## src/hdl/sdadc_pkg.sv

```systemverilog
// Shared constants for the dual sigma-delta converter configuration block.
// Assumes a single 25 MHz core clock and byte-wide special-function-register access.
package sdadc_pkg;

  // Register addresses in the special-function-register space.
  localparam logic [7:0] PRIMARY_CONVERTER_CONTROL_ADDR = 8'hD2;
  localparam logic [7:0] AUX_CONVERTER_CONTROL_ADDR = 8'hD3;
  localparam logic [7:0] DECIMATION_RATE_ADDR = 8'hD4;

  // Reset values, and the decimation factor forced during calibration.
  localparam logic [7:0] PRIMARY_CONVERTER_CONTROL_RST = 8'h07;
  localparam logic [7:0] AUX_CONVERTER_CONTROL_RST = 8'h00;
  localparam logic [7:0] DECIMATION_RATE_RST = 8'h45;
  localparam logic [7:0] DECIMATION_CAL = 8'hFF;

  // Writable bits; everything else reads as zero.
  localparam logic [7:0] PRIMARY_CONTROL_MASK = 8'h7F;
  localparam logic [7:0] AUX_CONTROL_MASK = 8'h78;

  // Field positions in the primary converter control register.
  localparam int PRI_EXT_REF_BIT = 6;
  localparam int PRI_CH_HI = 5;
  localparam int PRI_CH_LO = 4;
  localparam int PRI_UNI_BIT = 3;
  localparam int PRI_RANGE_HI = 2;
  localparam int PRI_RANGE_LO = 0;

  // Field positions in the auxiliary converter control register.
  localparam int AUX_EXT_REF_BIT = 6;
  localparam int AUX_CH_HI = 5;
  localparam int AUX_CH_LO = 4;
  localparam int AUX_UNI_BIT = 3;

  // Auxiliary channel codes.
  localparam logic [1:0] AUX_CH_INPUT_THREE = 2'h0;
  localparam logic [1:0] AUX_CH_INPUT_FOUR = 2'h1;
  localparam logic [1:0] AUX_CH_TEMP_SENSOR = 2'h2;
  localparam logic [1:0] AUX_CH_INPUT_FIVE = 2'h3;

  // Output coding of a zero input.
  localparam logic [23:0] PRIMARY_BIPOLAR_ZERO = 24'h800000;
  localparam logic [15:0] AUX_BIPOLAR_ZERO = 16'h8000;

  // Timing: update rate is modulator clock over (3 * 8 * decimation factor).
  localparam int CLK_HZ = 25_000_000;
  localparam int MOD_HZ = 32_768;
  localparam int DEC_MULT = 3 * 8;
  localparam int FIRST_RESULT_PERIODS = 2;
  localparam int MOD_ACC_W = $clog2(CLK_HZ) + 1;

endpackage

```

## src/hdl/sdadc_timer.sv

```systemverilog
// Conversion period timer for one converter, counting modulator ticks.
// Assumes mod_tick is a one-cycle enable at the modulator rate on the same clock.
`timescale 1ns/10ps
module sdadc_timer
  import sdadc_pkg::*;
#(
  parameter int CW = 13
) (
  input wire logic clk_sys,
  input wire logic rst_n,
  input wire logic mod_tick,
  input wire logic run,
  input wire logic restart,
  input wire logic [7:0] dec_factor,
  output logic period_end,
  output logic result_valid
);

  typedef struct packed {
    logic [CW-1:0] cnt;
    logic [1:0] periods;
    logic period_end;
    logic result_valid;
  } sdadc_timer_state_t;

  sdadc_timer_state_t s;
  sdadc_timer_state_t next_s;
  logic [CW-1:0] limit;

  // The limit follows the factor live, so a calibration override stretches the running period.
  assign limit = CW'(DEC_MULT) * CW'(dec_factor);

  always_comb begin
    next_s = s;
    next_s.period_end = 1'b0;
    next_s.result_valid = 1'b0;
    if (!run || restart) begin
      next_s.cnt = '0;
      next_s.periods = '0;
    end else if (mod_tick) begin
      if (s.cnt >= limit - CW'(1)) begin
        next_s.cnt = '0;
        next_s.period_end = 1'b1;
        // Chopping needs two whole periods before the first result settles.
        if (s.periods >= 2'(FIRST_RESULT_PERIODS - 1)) begin
          next_s.result_valid = 1'b1;
        end
        if (s.periods < 2'(FIRST_RESULT_PERIODS)) begin
          next_s.periods = s.periods + 2'h1;
        end
      end else begin
        next_s.cnt = s.cnt + CW'(1);
      end
    end
  end

  always_ff @(posedge clk_sys or negedge rst_n) begin
    if (!rst_n) begin
      s <= '0;
    end else begin
      s <= next_s;
    end
  end

  assign period_end = s.period_end;
  assign result_valid = s.result_valid;

endmodule

```

## src/hdl/sdadc_config.sv

```systemverilog
// Configuration registers and output timing for the primary and auxiliary converters.
// Assumes the core drives one-cycle sfr_wr and sfr_rd strobes on clk_sys, and that the
// converter filters present signed two's-complement samples on prim_raw and aux_raw.
`timescale 1ns/10ps
module sdadc_config
  import sdadc_pkg::*;
#(
  parameter int PRIMARY_W = 24,
  parameter int AUX_W = 16
) (
  input wire logic clk_sys,
  input wire logic rst_n,
  input wire logic [7:0] sfr_addr,
  input wire logic [7:0] sfr_wdata,
  input wire logic sfr_wr,
  input wire logic sfr_rd,
  output logic [7:0] sfr_rdata,
  input wire logic primary_active,
  input wire logic aux_converter_enable,
  input wire logic cal_active,
  input wire logic [PRIMARY_W-1:0] prim_raw,
  input wire logic [AUX_W-1:0] aux_raw,
  output logic [2:0] primary_range,
  output logic primary_ext_reference_sel,
  output logic [1:0] primary_channel,
  output logic aux_ext_reference_sel,
  output logic [3:0] aux_input_sel,
  output logic primary_converter_reset,
  output logic aux_converter_reset,
  output logic mod_clk_tick,
  output logic [7:0] decimation_effective,
  output logic [PRIMARY_W-1:0] prim_result,
  output logic prim_result_valid,
  output logic [AUX_W-1:0] aux_result,
  output logic aux_result_valid
);

  localparam int TIMER_W = 13;

  typedef struct packed {
    logic [7:0] primary_converter_control;
    logic [7:0] aux_converter_control;
    logic [7:0] decimation_rate;
    logic [7:0] rdata;
    logic aux_en_q;
    logic prim_rst;
    logic aux_rst;
    logic [MOD_ACC_W-1:0] mod_acc;
    logic mod_tick;
    logic [3:0] aux_sel;
    logic [7:0] eff_dec;
    logic [PRIMARY_W-1:0] prim_result;
    logic prim_valid;
    logic [AUX_W-1:0] aux_result;
    logic aux_valid;
  } sdadc_cfg_state_t;

  sdadc_cfg_state_t s;
  sdadc_cfg_state_t next_s;

  logic prim_sample;
  logic aux_sample;
  logic wr_primary;
  logic wr_aux;
  logic wr_decim;

  assign wr_primary = sfr_wr && (sfr_addr == PRIMARY_CONVERTER_CONTROL_ADDR);
  assign wr_aux = sfr_wr && (sfr_addr == AUX_CONVERTER_CONTROL_ADDR);
  assign wr_decim = sfr_wr && (sfr_addr == DECIMATION_RATE_ADDR);

  // Signed sample to output code. Unipolar spans only the positive half, so negative
  // samples clamp to zero and positive ones are doubled with saturation.
  function automatic logic [PRIMARY_W-1:0] code_primary(input logic [PRIMARY_W-1:0] raw,
                                                        input logic unipolar);
    logic [PRIMARY_W-1:0] res;
    res = '0;
    if (!unipolar) begin
      res = raw ^ PRIMARY_BIPOLAR_ZERO;
    end else if (raw[PRIMARY_W-1]) begin
      res = '0;
    end else if (raw[PRIMARY_W-2]) begin
      res = '1;
    end else begin
      res = {raw[PRIMARY_W-2:0], 1'b0};
    end
    return res;
  endfunction

  function automatic logic [AUX_W-1:0] code_aux(input logic [AUX_W-1:0] raw, input logic unipolar);
    logic [AUX_W-1:0] res;
    res = '0;
    if (!unipolar) begin
      res = raw ^ AUX_BIPOLAR_ZERO;
    end else if (raw[AUX_W-1]) begin
      res = '0;
    end else if (raw[AUX_W-2]) begin
      res = '1;
    end else begin
      res = {raw[AUX_W-2:0], 1'b0};
    end
    return res;
  endfunction

  always_comb begin
    next_s = s;
    next_s.prim_rst = 1'b0;
    next_s.aux_rst = 1'b0;
    next_s.prim_valid = 1'b0;
    next_s.aux_valid = 1'b0;
    next_s.mod_tick = 1'b0;
    next_s.aux_en_q = aux_converter_enable;

    // Fractional divider: the modulator rate does not divide the core clock evenly,
    // so an accumulator spreads the ticks with at most one cycle of jitter.
    if (s.mod_acc + MOD_ACC_W'(MOD_HZ) >= MOD_ACC_W'(CLK_HZ)) begin
      next_s.mod_acc = s.mod_acc + MOD_ACC_W'(MOD_HZ) - MOD_ACC_W'(CLK_HZ);
      next_s.mod_tick = 1'b1;
    end else begin
      next_s.mod_acc = s.mod_acc + MOD_ACC_W'(MOD_HZ);
    end

    // Reserved bits are masked at the write, so they store and read as zero.
    if (wr_primary) begin
      next_s.primary_converter_control = sfr_wdata & PRIMARY_CONTROL_MASK;
      // A primary change while the primary converter is active restarts both converters.
      if (primary_active) begin
        next_s.prim_rst = 1'b1;
        next_s.aux_rst = 1'b1;
      end
    end
    if (wr_aux) begin
      next_s.aux_converter_control = sfr_wdata & AUX_CONTROL_MASK;
      next_s.aux_rst = 1'b1;
    end
    if (aux_converter_enable && !s.aux_en_q) begin
      next_s.aux_rst = 1'b1;
    end
    if (wr_decim && !primary_active && !aux_converter_enable) begin
      next_s.decimation_rate = sfr_wdata;
    end

    // Calibration overrides the factor without touching the stored register.
    next_s.eff_dec = cal_active ? DECIMATION_CAL : s.decimation_rate;

    // One-hot positive-input select; the negative input is always analog ground.
    case (s.aux_converter_control[AUX_CH_HI:AUX_CH_LO])
      AUX_CH_INPUT_THREE: next_s.aux_sel = 4'h1;
      AUX_CH_INPUT_FOUR: next_s.aux_sel = 4'h2;
      AUX_CH_TEMP_SENSOR: next_s.aux_sel = 4'h4;
      AUX_CH_INPUT_FIVE: next_s.aux_sel = 4'h8;
      default: next_s.aux_sel = 4'h0;
    endcase

    if (prim_sample) begin
      next_s.prim_result = code_primary(prim_raw, s.primary_converter_control[PRI_UNI_BIT]);
      next_s.prim_valid = 1'b1;
    end
    // The temperature sensor is trimmed so a signed zero means zero degrees; bipolar
    // coding then places it at 8000 with one count per degree in the high byte.
    if (aux_sample) begin
      next_s.aux_result = code_aux(aux_raw, s.aux_converter_control[AUX_UNI_BIT]);
      next_s.aux_valid = 1'b1;
    end

    next_s.rdata = 8'h00;
    if (sfr_rd) begin
      case (sfr_addr)
        PRIMARY_CONVERTER_CONTROL_ADDR: next_s.rdata = s.primary_converter_control;
        AUX_CONVERTER_CONTROL_ADDR: next_s.rdata = s.aux_converter_control;
        DECIMATION_RATE_ADDR: next_s.rdata = s.decimation_rate;
        default: next_s.rdata = 8'h00;
      endcase
    end
  end

  always_ff @(posedge clk_sys or negedge rst_n) begin
    if (!rst_n) begin
      s <= '0;
      s.primary_converter_control <= PRIMARY_CONVERTER_CONTROL_RST;
      s.aux_converter_control <= AUX_CONVERTER_CONTROL_RST;
      s.decimation_rate <= DECIMATION_RATE_RST;
      s.eff_dec <= DECIMATION_RATE_RST;
      s.aux_sel <= 4'h1;
    end else begin
      s <= next_s;
    end
  end

  // Both timers share the effective factor, so both converters update at one rate.
  sdadc_timer #(
    .CW(TIMER_W)
  ) u_primary_timer (
    .clk_sys(clk_sys),
    .rst_n(rst_n),
    .mod_tick(s.mod_tick),
    .run(primary_active),
    .restart(s.prim_rst),
    .dec_factor(s.eff_dec),
    .period_end(),
    .result_valid(prim_sample)
  );

  // The auxiliary timer restarts alone, so a running primary conversion is untouched.
  sdadc_timer #(
    .CW(TIMER_W)
  ) u_aux_timer (
    .clk_sys(clk_sys),
    .rst_n(rst_n),
    .mod_tick(s.mod_tick),
    .run(aux_converter_enable),
    .restart(s.aux_rst),
    .dec_factor(s.eff_dec),
    .period_end(),
    .result_valid(aux_sample)
  );

  assign sfr_rdata = s.rdata;
  assign primary_range = s.primary_converter_control[PRI_RANGE_HI:PRI_RANGE_LO];
  assign primary_ext_reference_sel = s.primary_converter_control[PRI_EXT_REF_BIT];
  assign primary_channel = s.primary_converter_control[PRI_CH_HI:PRI_CH_LO];
  // No range field exists on the auxiliary side; its span follows the chosen reference.
  assign aux_ext_reference_sel = s.aux_converter_control[AUX_EXT_REF_BIT];
  assign aux_input_sel = s.aux_sel;
  assign primary_converter_reset = s.prim_rst;
  assign aux_converter_reset = s.aux_rst;
  assign mod_clk_tick = s.mod_tick;
  assign decimation_effective = s.eff_dec;
  assign prim_result = s.prim_result;
  assign prim_result_valid = s.prim_valid;
  assign aux_result = s.aux_result;
  assign aux_result_valid = s.aux_valid;

endmodule

```

## config.mk

```make
export PLATFORM = sky130hd
export DESIGN_NAME = sdadc_config
export DESIGN_NICKNAME = d
export VERILOG_FILES = /design/src/hdl/sdadc_pkg.sv /design/src/hdl/sdadc_timer.sv /design/src/hdl/sdadc_config.sv
export SDC_FILE = /design/constraint.sdc
export NUM_CORES = 1
export LEC_CHECK = 0
export BUFFER_PORTS_ARGS = -buffer_cell sky130_fd_sc_hd__buf_4
export CAP_MARGIN = 40
export CORE_UTILIZATION = 35
export DETAILED_ROUTE_END_ITERATION = 16
export GPL_ROUTABILITY_DRIVEN = 0
export PLACE_DENSITY = 0.65
export REMOVE_ABC_BUFFERS = 1
export SETUP_SLACK_MARGIN = 0.4
export SLEW_MARGIN = 20
export SYNTH_ARGS = -nofsm -noshare
export SYNTH_HDL_FRONTEND = slang
export SYNTH_SLANG_ARGS = --single-unit
export TNS_END_PERCENT = 20
```

## constraint.sdc

```tcl
create_clock -name clk_sys -period 4.4 [get_ports clk_sys]
set_input_delay 0.44 -clock clk_sys [delete_from_list [all_inputs] [get_ports clk_sys]]
set_output_delay 0.44 -clock clk_sys [all_outputs]
set_load 0.1 [all_outputs]
```

== Yosys cells after proc, flatten, opt, wreduce, memory -nomap -nowiden ==
Cells that the tools add are included.

* Register bits after elaboration: 143
* Bits of input ports: 63
* Output and inout bits: 72

* $add $sub $neg: 7
* Multiply operators: 1
* $lt $le $gt $ge: 7
* Eq/ne operators: 6
* Multiplexer cells: 32
* Bitwise gates (word level): 2
* Reductions and logical operators: 20

{| class="wikitable"
|+ Operators by type and width
! kind !! number
|-
| $mux 24 || 3
|-
| $mux 16 || 3
|-
| $mux 17 || 2
|-
| $mux 15 || 2
|-
| $add 13x1->13 const B || 2
|-
| $add 26x16->26 const B || 1
|-
| $ge 13x13->1 || 2
|-
| $ge 26x25->1 const B || 1
|-
| $mux 13 || 2
|-
| $mux 26 || 1
|-
| $sub 26x25->26 const B || 1
|-
| $eq 8x8->1 const B || 3
|-
| $pmux 8 s3 || 1
|-
| $mux 8 || 2
|-
| $pmux 4 s4 || 1
|-
| $sub 13x1->13 const B || 1
|-
| $reduce_bool 2->1 || 6
|-
| $mul 2x8->10 const A || 1
|-
| $mux 1 || 9
|-
| $mux 2 || 4
|-
| $mux 4 || 2
|-
| $logic_and 1x1->1 || 6
|-
| $reduce_and 3->1 || 2
|-
| $add 2x1->2 const B || 2
|-
| other kinds (8) || 15
|}

== Longest topological paths before layout ==
* Depth after elaboration: 6
* Gate-level depth with buffers: 18

== Modules after synthesis ==
Synthesis repeated with hierarchy kept, for this count alone.

* Cell total of the unflattened synthesis: 925
* Area total of the unflattened synthesis: 8748.4 µm²

{| class="wikitable"
|+ Modules (own cells, without submodules)
! module !! times used !! cells each !! area an instance (µm²) !! seq. area each (µm²)
|-
| sdadc_config || 1 || 565 || 5550.3 || 2640.0
|-
| sdadc_timer || 2 || 180 || 1599.0 || 425.4
|}

== Least setup slack after synthesis ==
OpenSTA, ideal clock, no wires.

* Path kind: flip-flop to flip-flop
* Start point: register s, in the netlist decimation_effective[1]
* End point: register u_aux_timer.s[6] in the netlist's numbering
* Library setup time: 79 ps
* Arrival time: 3907 ps
* Data required time: 4321 ps
* Slack: 413 ps
* Cell stages (with the launch flop): 19
* Path buffers: 1
* Clock period less this slack: 3987 ps
* Cells stage by stage: dfrtp_1 > ha_1 > fa_1 > xor2_1 > nor3b_1 > o21ai_0 > nor2_1 > xnor2_1 > ha_1 > nand4_1 > nor2_1 > a221oi_1 > o21ai_0 > o31ai_1 > a2bb2oi_1 > o31ai_4 > buf_6 > a41oi_1 > mux2i_1

* Longest elaborated chain between the ends: 6

{| class="wikitable"
|+ Ends and longest elaborated chain
! what !! line !! source
|-
| start, declared || sdadc_config.sv:58 || <nowiki>sdadc_cfg_state_t s;</nowiki>
|-
| start signal, assigned || sdadc_config.sv:185 || <nowiki>s <= next_s;</nowiki>
|-
| $mul 2x8->10 || sdadc_timer.sv:31 || <nowiki>assign limit = CW'(DEC_MULT) * CW'(dec_factor);</nowiki>
|-
| $sub 13x1->13 || sdadc_timer.sv:41 || <nowiki>if (s.cnt >= limit - CW'(1)) begin</nowiki>
|-
| $ge 13x13->1 || sdadc_timer.sv:41 ||
|-
| $mux 13 || sdadc_timer.sv:41 ||
|-
| $mux 17 || sdadc_timer.sv:40 || <nowiki>end else if (mod_tick) begin</nowiki>
|-
| $mux 15 || sdadc_timer.sv:37 || <nowiki>if (!run || restart) begin</nowiki>
|-
| end signal, assigned || sdadc_timer.sv:61 || <nowiki>s <= next_s;</nowiki>
|-
| end, declared || sdadc_timer.sv:26 || <nowiki>sdadc_timer_state_t s;</nowiki>
|}

Every way passes these cells. The select of a mux whose other input is x is not followed.
A chain may end at the register's enable or synchronous reset.

== Worst setup path after layout ==
* Start point: register s, in the netlist decimation_effective[1]
* End point: register u_aux_timer.s[15] in the netlist's numbering

The elaborated chain is that of the path after synthesis.

==> metrics <==
DR iter-0 viols 424; RSZ-0062 raised after global routing true; drt first pass iters 5; die area roughly 0.024 mm^2; I/O Buffers 134; Die X about 160 um; n_diodes 0; synthesized instance count about 910; crit path kind reg -> reg; DRC viols 0; Hold WC Path Type in -> async; number of core rows 56; fmax 0.2492 GHz; flop-to-flop setup slack 390 ps; Pwr Total 3264 uW; worst rel slew slack 53.33%; CTS Buf Count 17; CTS Sinks 137; H-tree depth 4; Worst R2R Path Depth 19; vias per cell roughly 5.0; sum of negative setup slack 0 ps; # fillers around 2.3k; GRT overflow 0; number of max-cap violations 0; PD cells 318.6 mW/mm^2; vias 6603; clock tree from TritonCTS built; final hold vios 0; yosys warns 0; crit path DAT about 4400 ps; first-pass GRT wire length 32760 um; Initial Utilization 35.63%; Top FF cell, synth dfrtp_1; initial antenna violation count 0; critical-path cell list ha_4 > fa_2 > a211oi_4 > nor2_4 > nor2_4 > nor2_4 > xnor2_2 > ha_4 > nand4_1 > nor2_2 > a221oi_2 > o21ai_1 > o31ai_2 > a2bb2oi_2 > buf_4 > o21ai_4 > buf_4 > nand3_4 > o211ai_1; slew at the pin with the worst max-slew slack 694.7 ps; Max Slew Vio Count 0; Yosys reg bits 137; # setup viols final 0; number of enable flip-flop cells after synthesis 0; Crit path largest cell delay 430 ps; overall global routing resource usage roughly 17%; Worst-path clk slew 60 ps; Avg WL per Cell 15.07 um; Die Y 156.3 um; maximum vdd ir drop 188.8 uV; worst path required time between 4000 and 5000 ps; vias in the first global route between 6k and 7k; Netlist cell types 78; core box area between 0.02 and 0.025 mm^2; # IOs about 140; Clock Skew ~15 ps; Seq. cell area 0.003441 mm^2; HPWL after detailed placement 13900 um; Critical-path top delay cell fa_2; CP dominant cell by count nor2_4; Post-Synthesis Cell Area 0.008338 mm^2; multi-input logic area 0.004347 mm^2; period utilization 91.21%; asr flop ratio synth 100.0%; Syn-to-layout area delta 22.88%; run status completed; share of cells above drive strength 1 about 28%; Avg Inst Size Synth between 9 and 10 um^2; hold slack between 10 and 15 ps; Seq/Total Area, Yosys between 40% and 50%; Critical Path Source Type register; Critical R2R Launch decimation_effective[1]; Antenna Nets Post-Route 0; largest net degree at the start of global routing 79; commonest non-fill, non-tap cell in the layout buf_4; endpoint class of the critical path register; Leakage ~0.0044 uW; final net count 1088; fin crit period 4013 ps; worst-skew pair later-pin latency 430 ps; # hold bufs at CTS 0; crit path max fanout 5; most frequent cells in the layout buf_4, nor2_1, dfrtp_1, nand2_1, a21oi_1; wirelength, routed 19930 um; worst r2r dst u_aux_timer.s[15]; clk root buf clkbuf_16; Max clock buf depth 2
-- stage by stage --
stage | std cells | utilization (%) | worst slack (ps) | instance area [um^2]
final | 1323 | 43.78 | 386.6 | 10250
after global routing | 1323 | 43.78 | 174.1 | 10250
after CTS | 1313 | 42.83 | 402.6 | 10020
after detailed placement | 1274 | 39.47 | 54.88 | 9236
after global placement | 1271 | 39.32 | 230.6 | 9201
after floorplan | 805 | - | -341.5 | 7695
-- sequential cells by signal (all words and copies together), names as in the netlist, 2 cells and up --
name                  flops
aux_input_sel             4
aux_result               16
decimation_effective      8
prim_result              24
primary_channel           2
primary_range             3
s                        33
sfr_rdata                 8
u_aux_timer.s            15
u_primary_timer.s        15
-- worst max path at each step --
stage          cells past startpoint               startpoint           endpoint  slack, ps
6_report                          19  decimation_effective[1]  u_aux_timer.s[15]        390
5_1_grt                           19  decimation_effective[1]  u_aux_timer.s[15]        170
4_1_cts                           18  decimation_effective[1]   u_aux_timer.s[3]        400
3_5_place_dp                      17  decimation_effective[1]   u_aux_timer.s[8]         50
3_3_place_gp                      17  decimation_effective[1]  u_aux_timer.s[14]        230
2_1_floorplan                     16  decimation_effective[1]  u_aux_timer.s[10]       -340
-- report_power, final --
group / switching (uW) / internal (uW) / total (uW)
Clock: 642 / 870 / 1510
Combinational: 277 / 181 / 458
Sequential: 16.4 / 1280 / 1290
-- what timing repair did --
item / CTS / global route
setup buffers: 7 / 9
endpoints found under the setup margin: 19 / 27
resized for setup: 23 / 25
pin swaps: 11 / 22
-- area by class of cell --
cell class	count	area share, %
Timing Repair Buffer	167	12.77
Inverter	34	1.246
Clock buffer	17	4.152
Tap cell	319	3.895
Clock inverter	15	1.929
Sequential cell	137	33.58
Multi-Input combinational cell	634	42.42
-- synth_stat cells (all sizes together), types with 3 or more instances --
library cell  count  area share, %
nand4            20            1.5
nor3             21            1.5
a222oi            4           0.48
xor2             12            1.3
o21bai            3           0.27
a31oi             5           0.38
a211oi            5           0.57
ha               33            5.0
o21ai            29            1.8
xnor2            25            2.6
o211ai           12            1.1
nor2            151            6.8
or3               3           0.23
a21oi            57            3.4
nand3b            6           0.54
and3              9           0.74
nor2b             8           0.60
clkbuf           28            1.3
o31ai             7           0.80
nand3            17            1.1
dfrtp           127             38
o21a              3           0.27
nand2b            9           0.68
and2              6           0.48
buf              73            6.5
nor4b             3           0.50
mux2i            38            4.6
a22oi             3           0.27
a21o              5           0.45
or2              11           0.83
nand4b            3           0.39
inv              34            1.5
dfstp            10            3.2
nor3b             4           0.36
mux2             23            3.1
nand2            62            2.8
-- routing by layer --
layer  vias to the layer above  wire length, um  global-route usage (%)
li1                       3274                -                       -
met1                      3170             8505                   20.72
met2                       128            10070                   28.25
met3                        31              832                   3.600
met4                         0              527                   7.376
met5                         -                0                       0
-- cell families after synthesis --
| logic type | share of synthesized area (%) |
|---|---|
| flip-flops | 41.27 |
| AO/OA/AOI/OAI | 12.82 |
| XOR/XNOR | 3.887 |
| multiplexers | 7.668 |
| buffers and inverters | 9.244 |
| AND/OR/NAND/NOR | 19.69 |
| adder cells (fa/ha/maj) | 5.432 |
-- worst max-delay path, delay by kind of cell (launching register included) --
kind	cells	cell delay (ps)
flops	1	410
xor+xnor	1	240
compound gates	7	1570
buf+inv	2	320
fa+ha+maj	3	860
simple gates	6	530
Note: power is estimated with default switching activity, not from simulation.
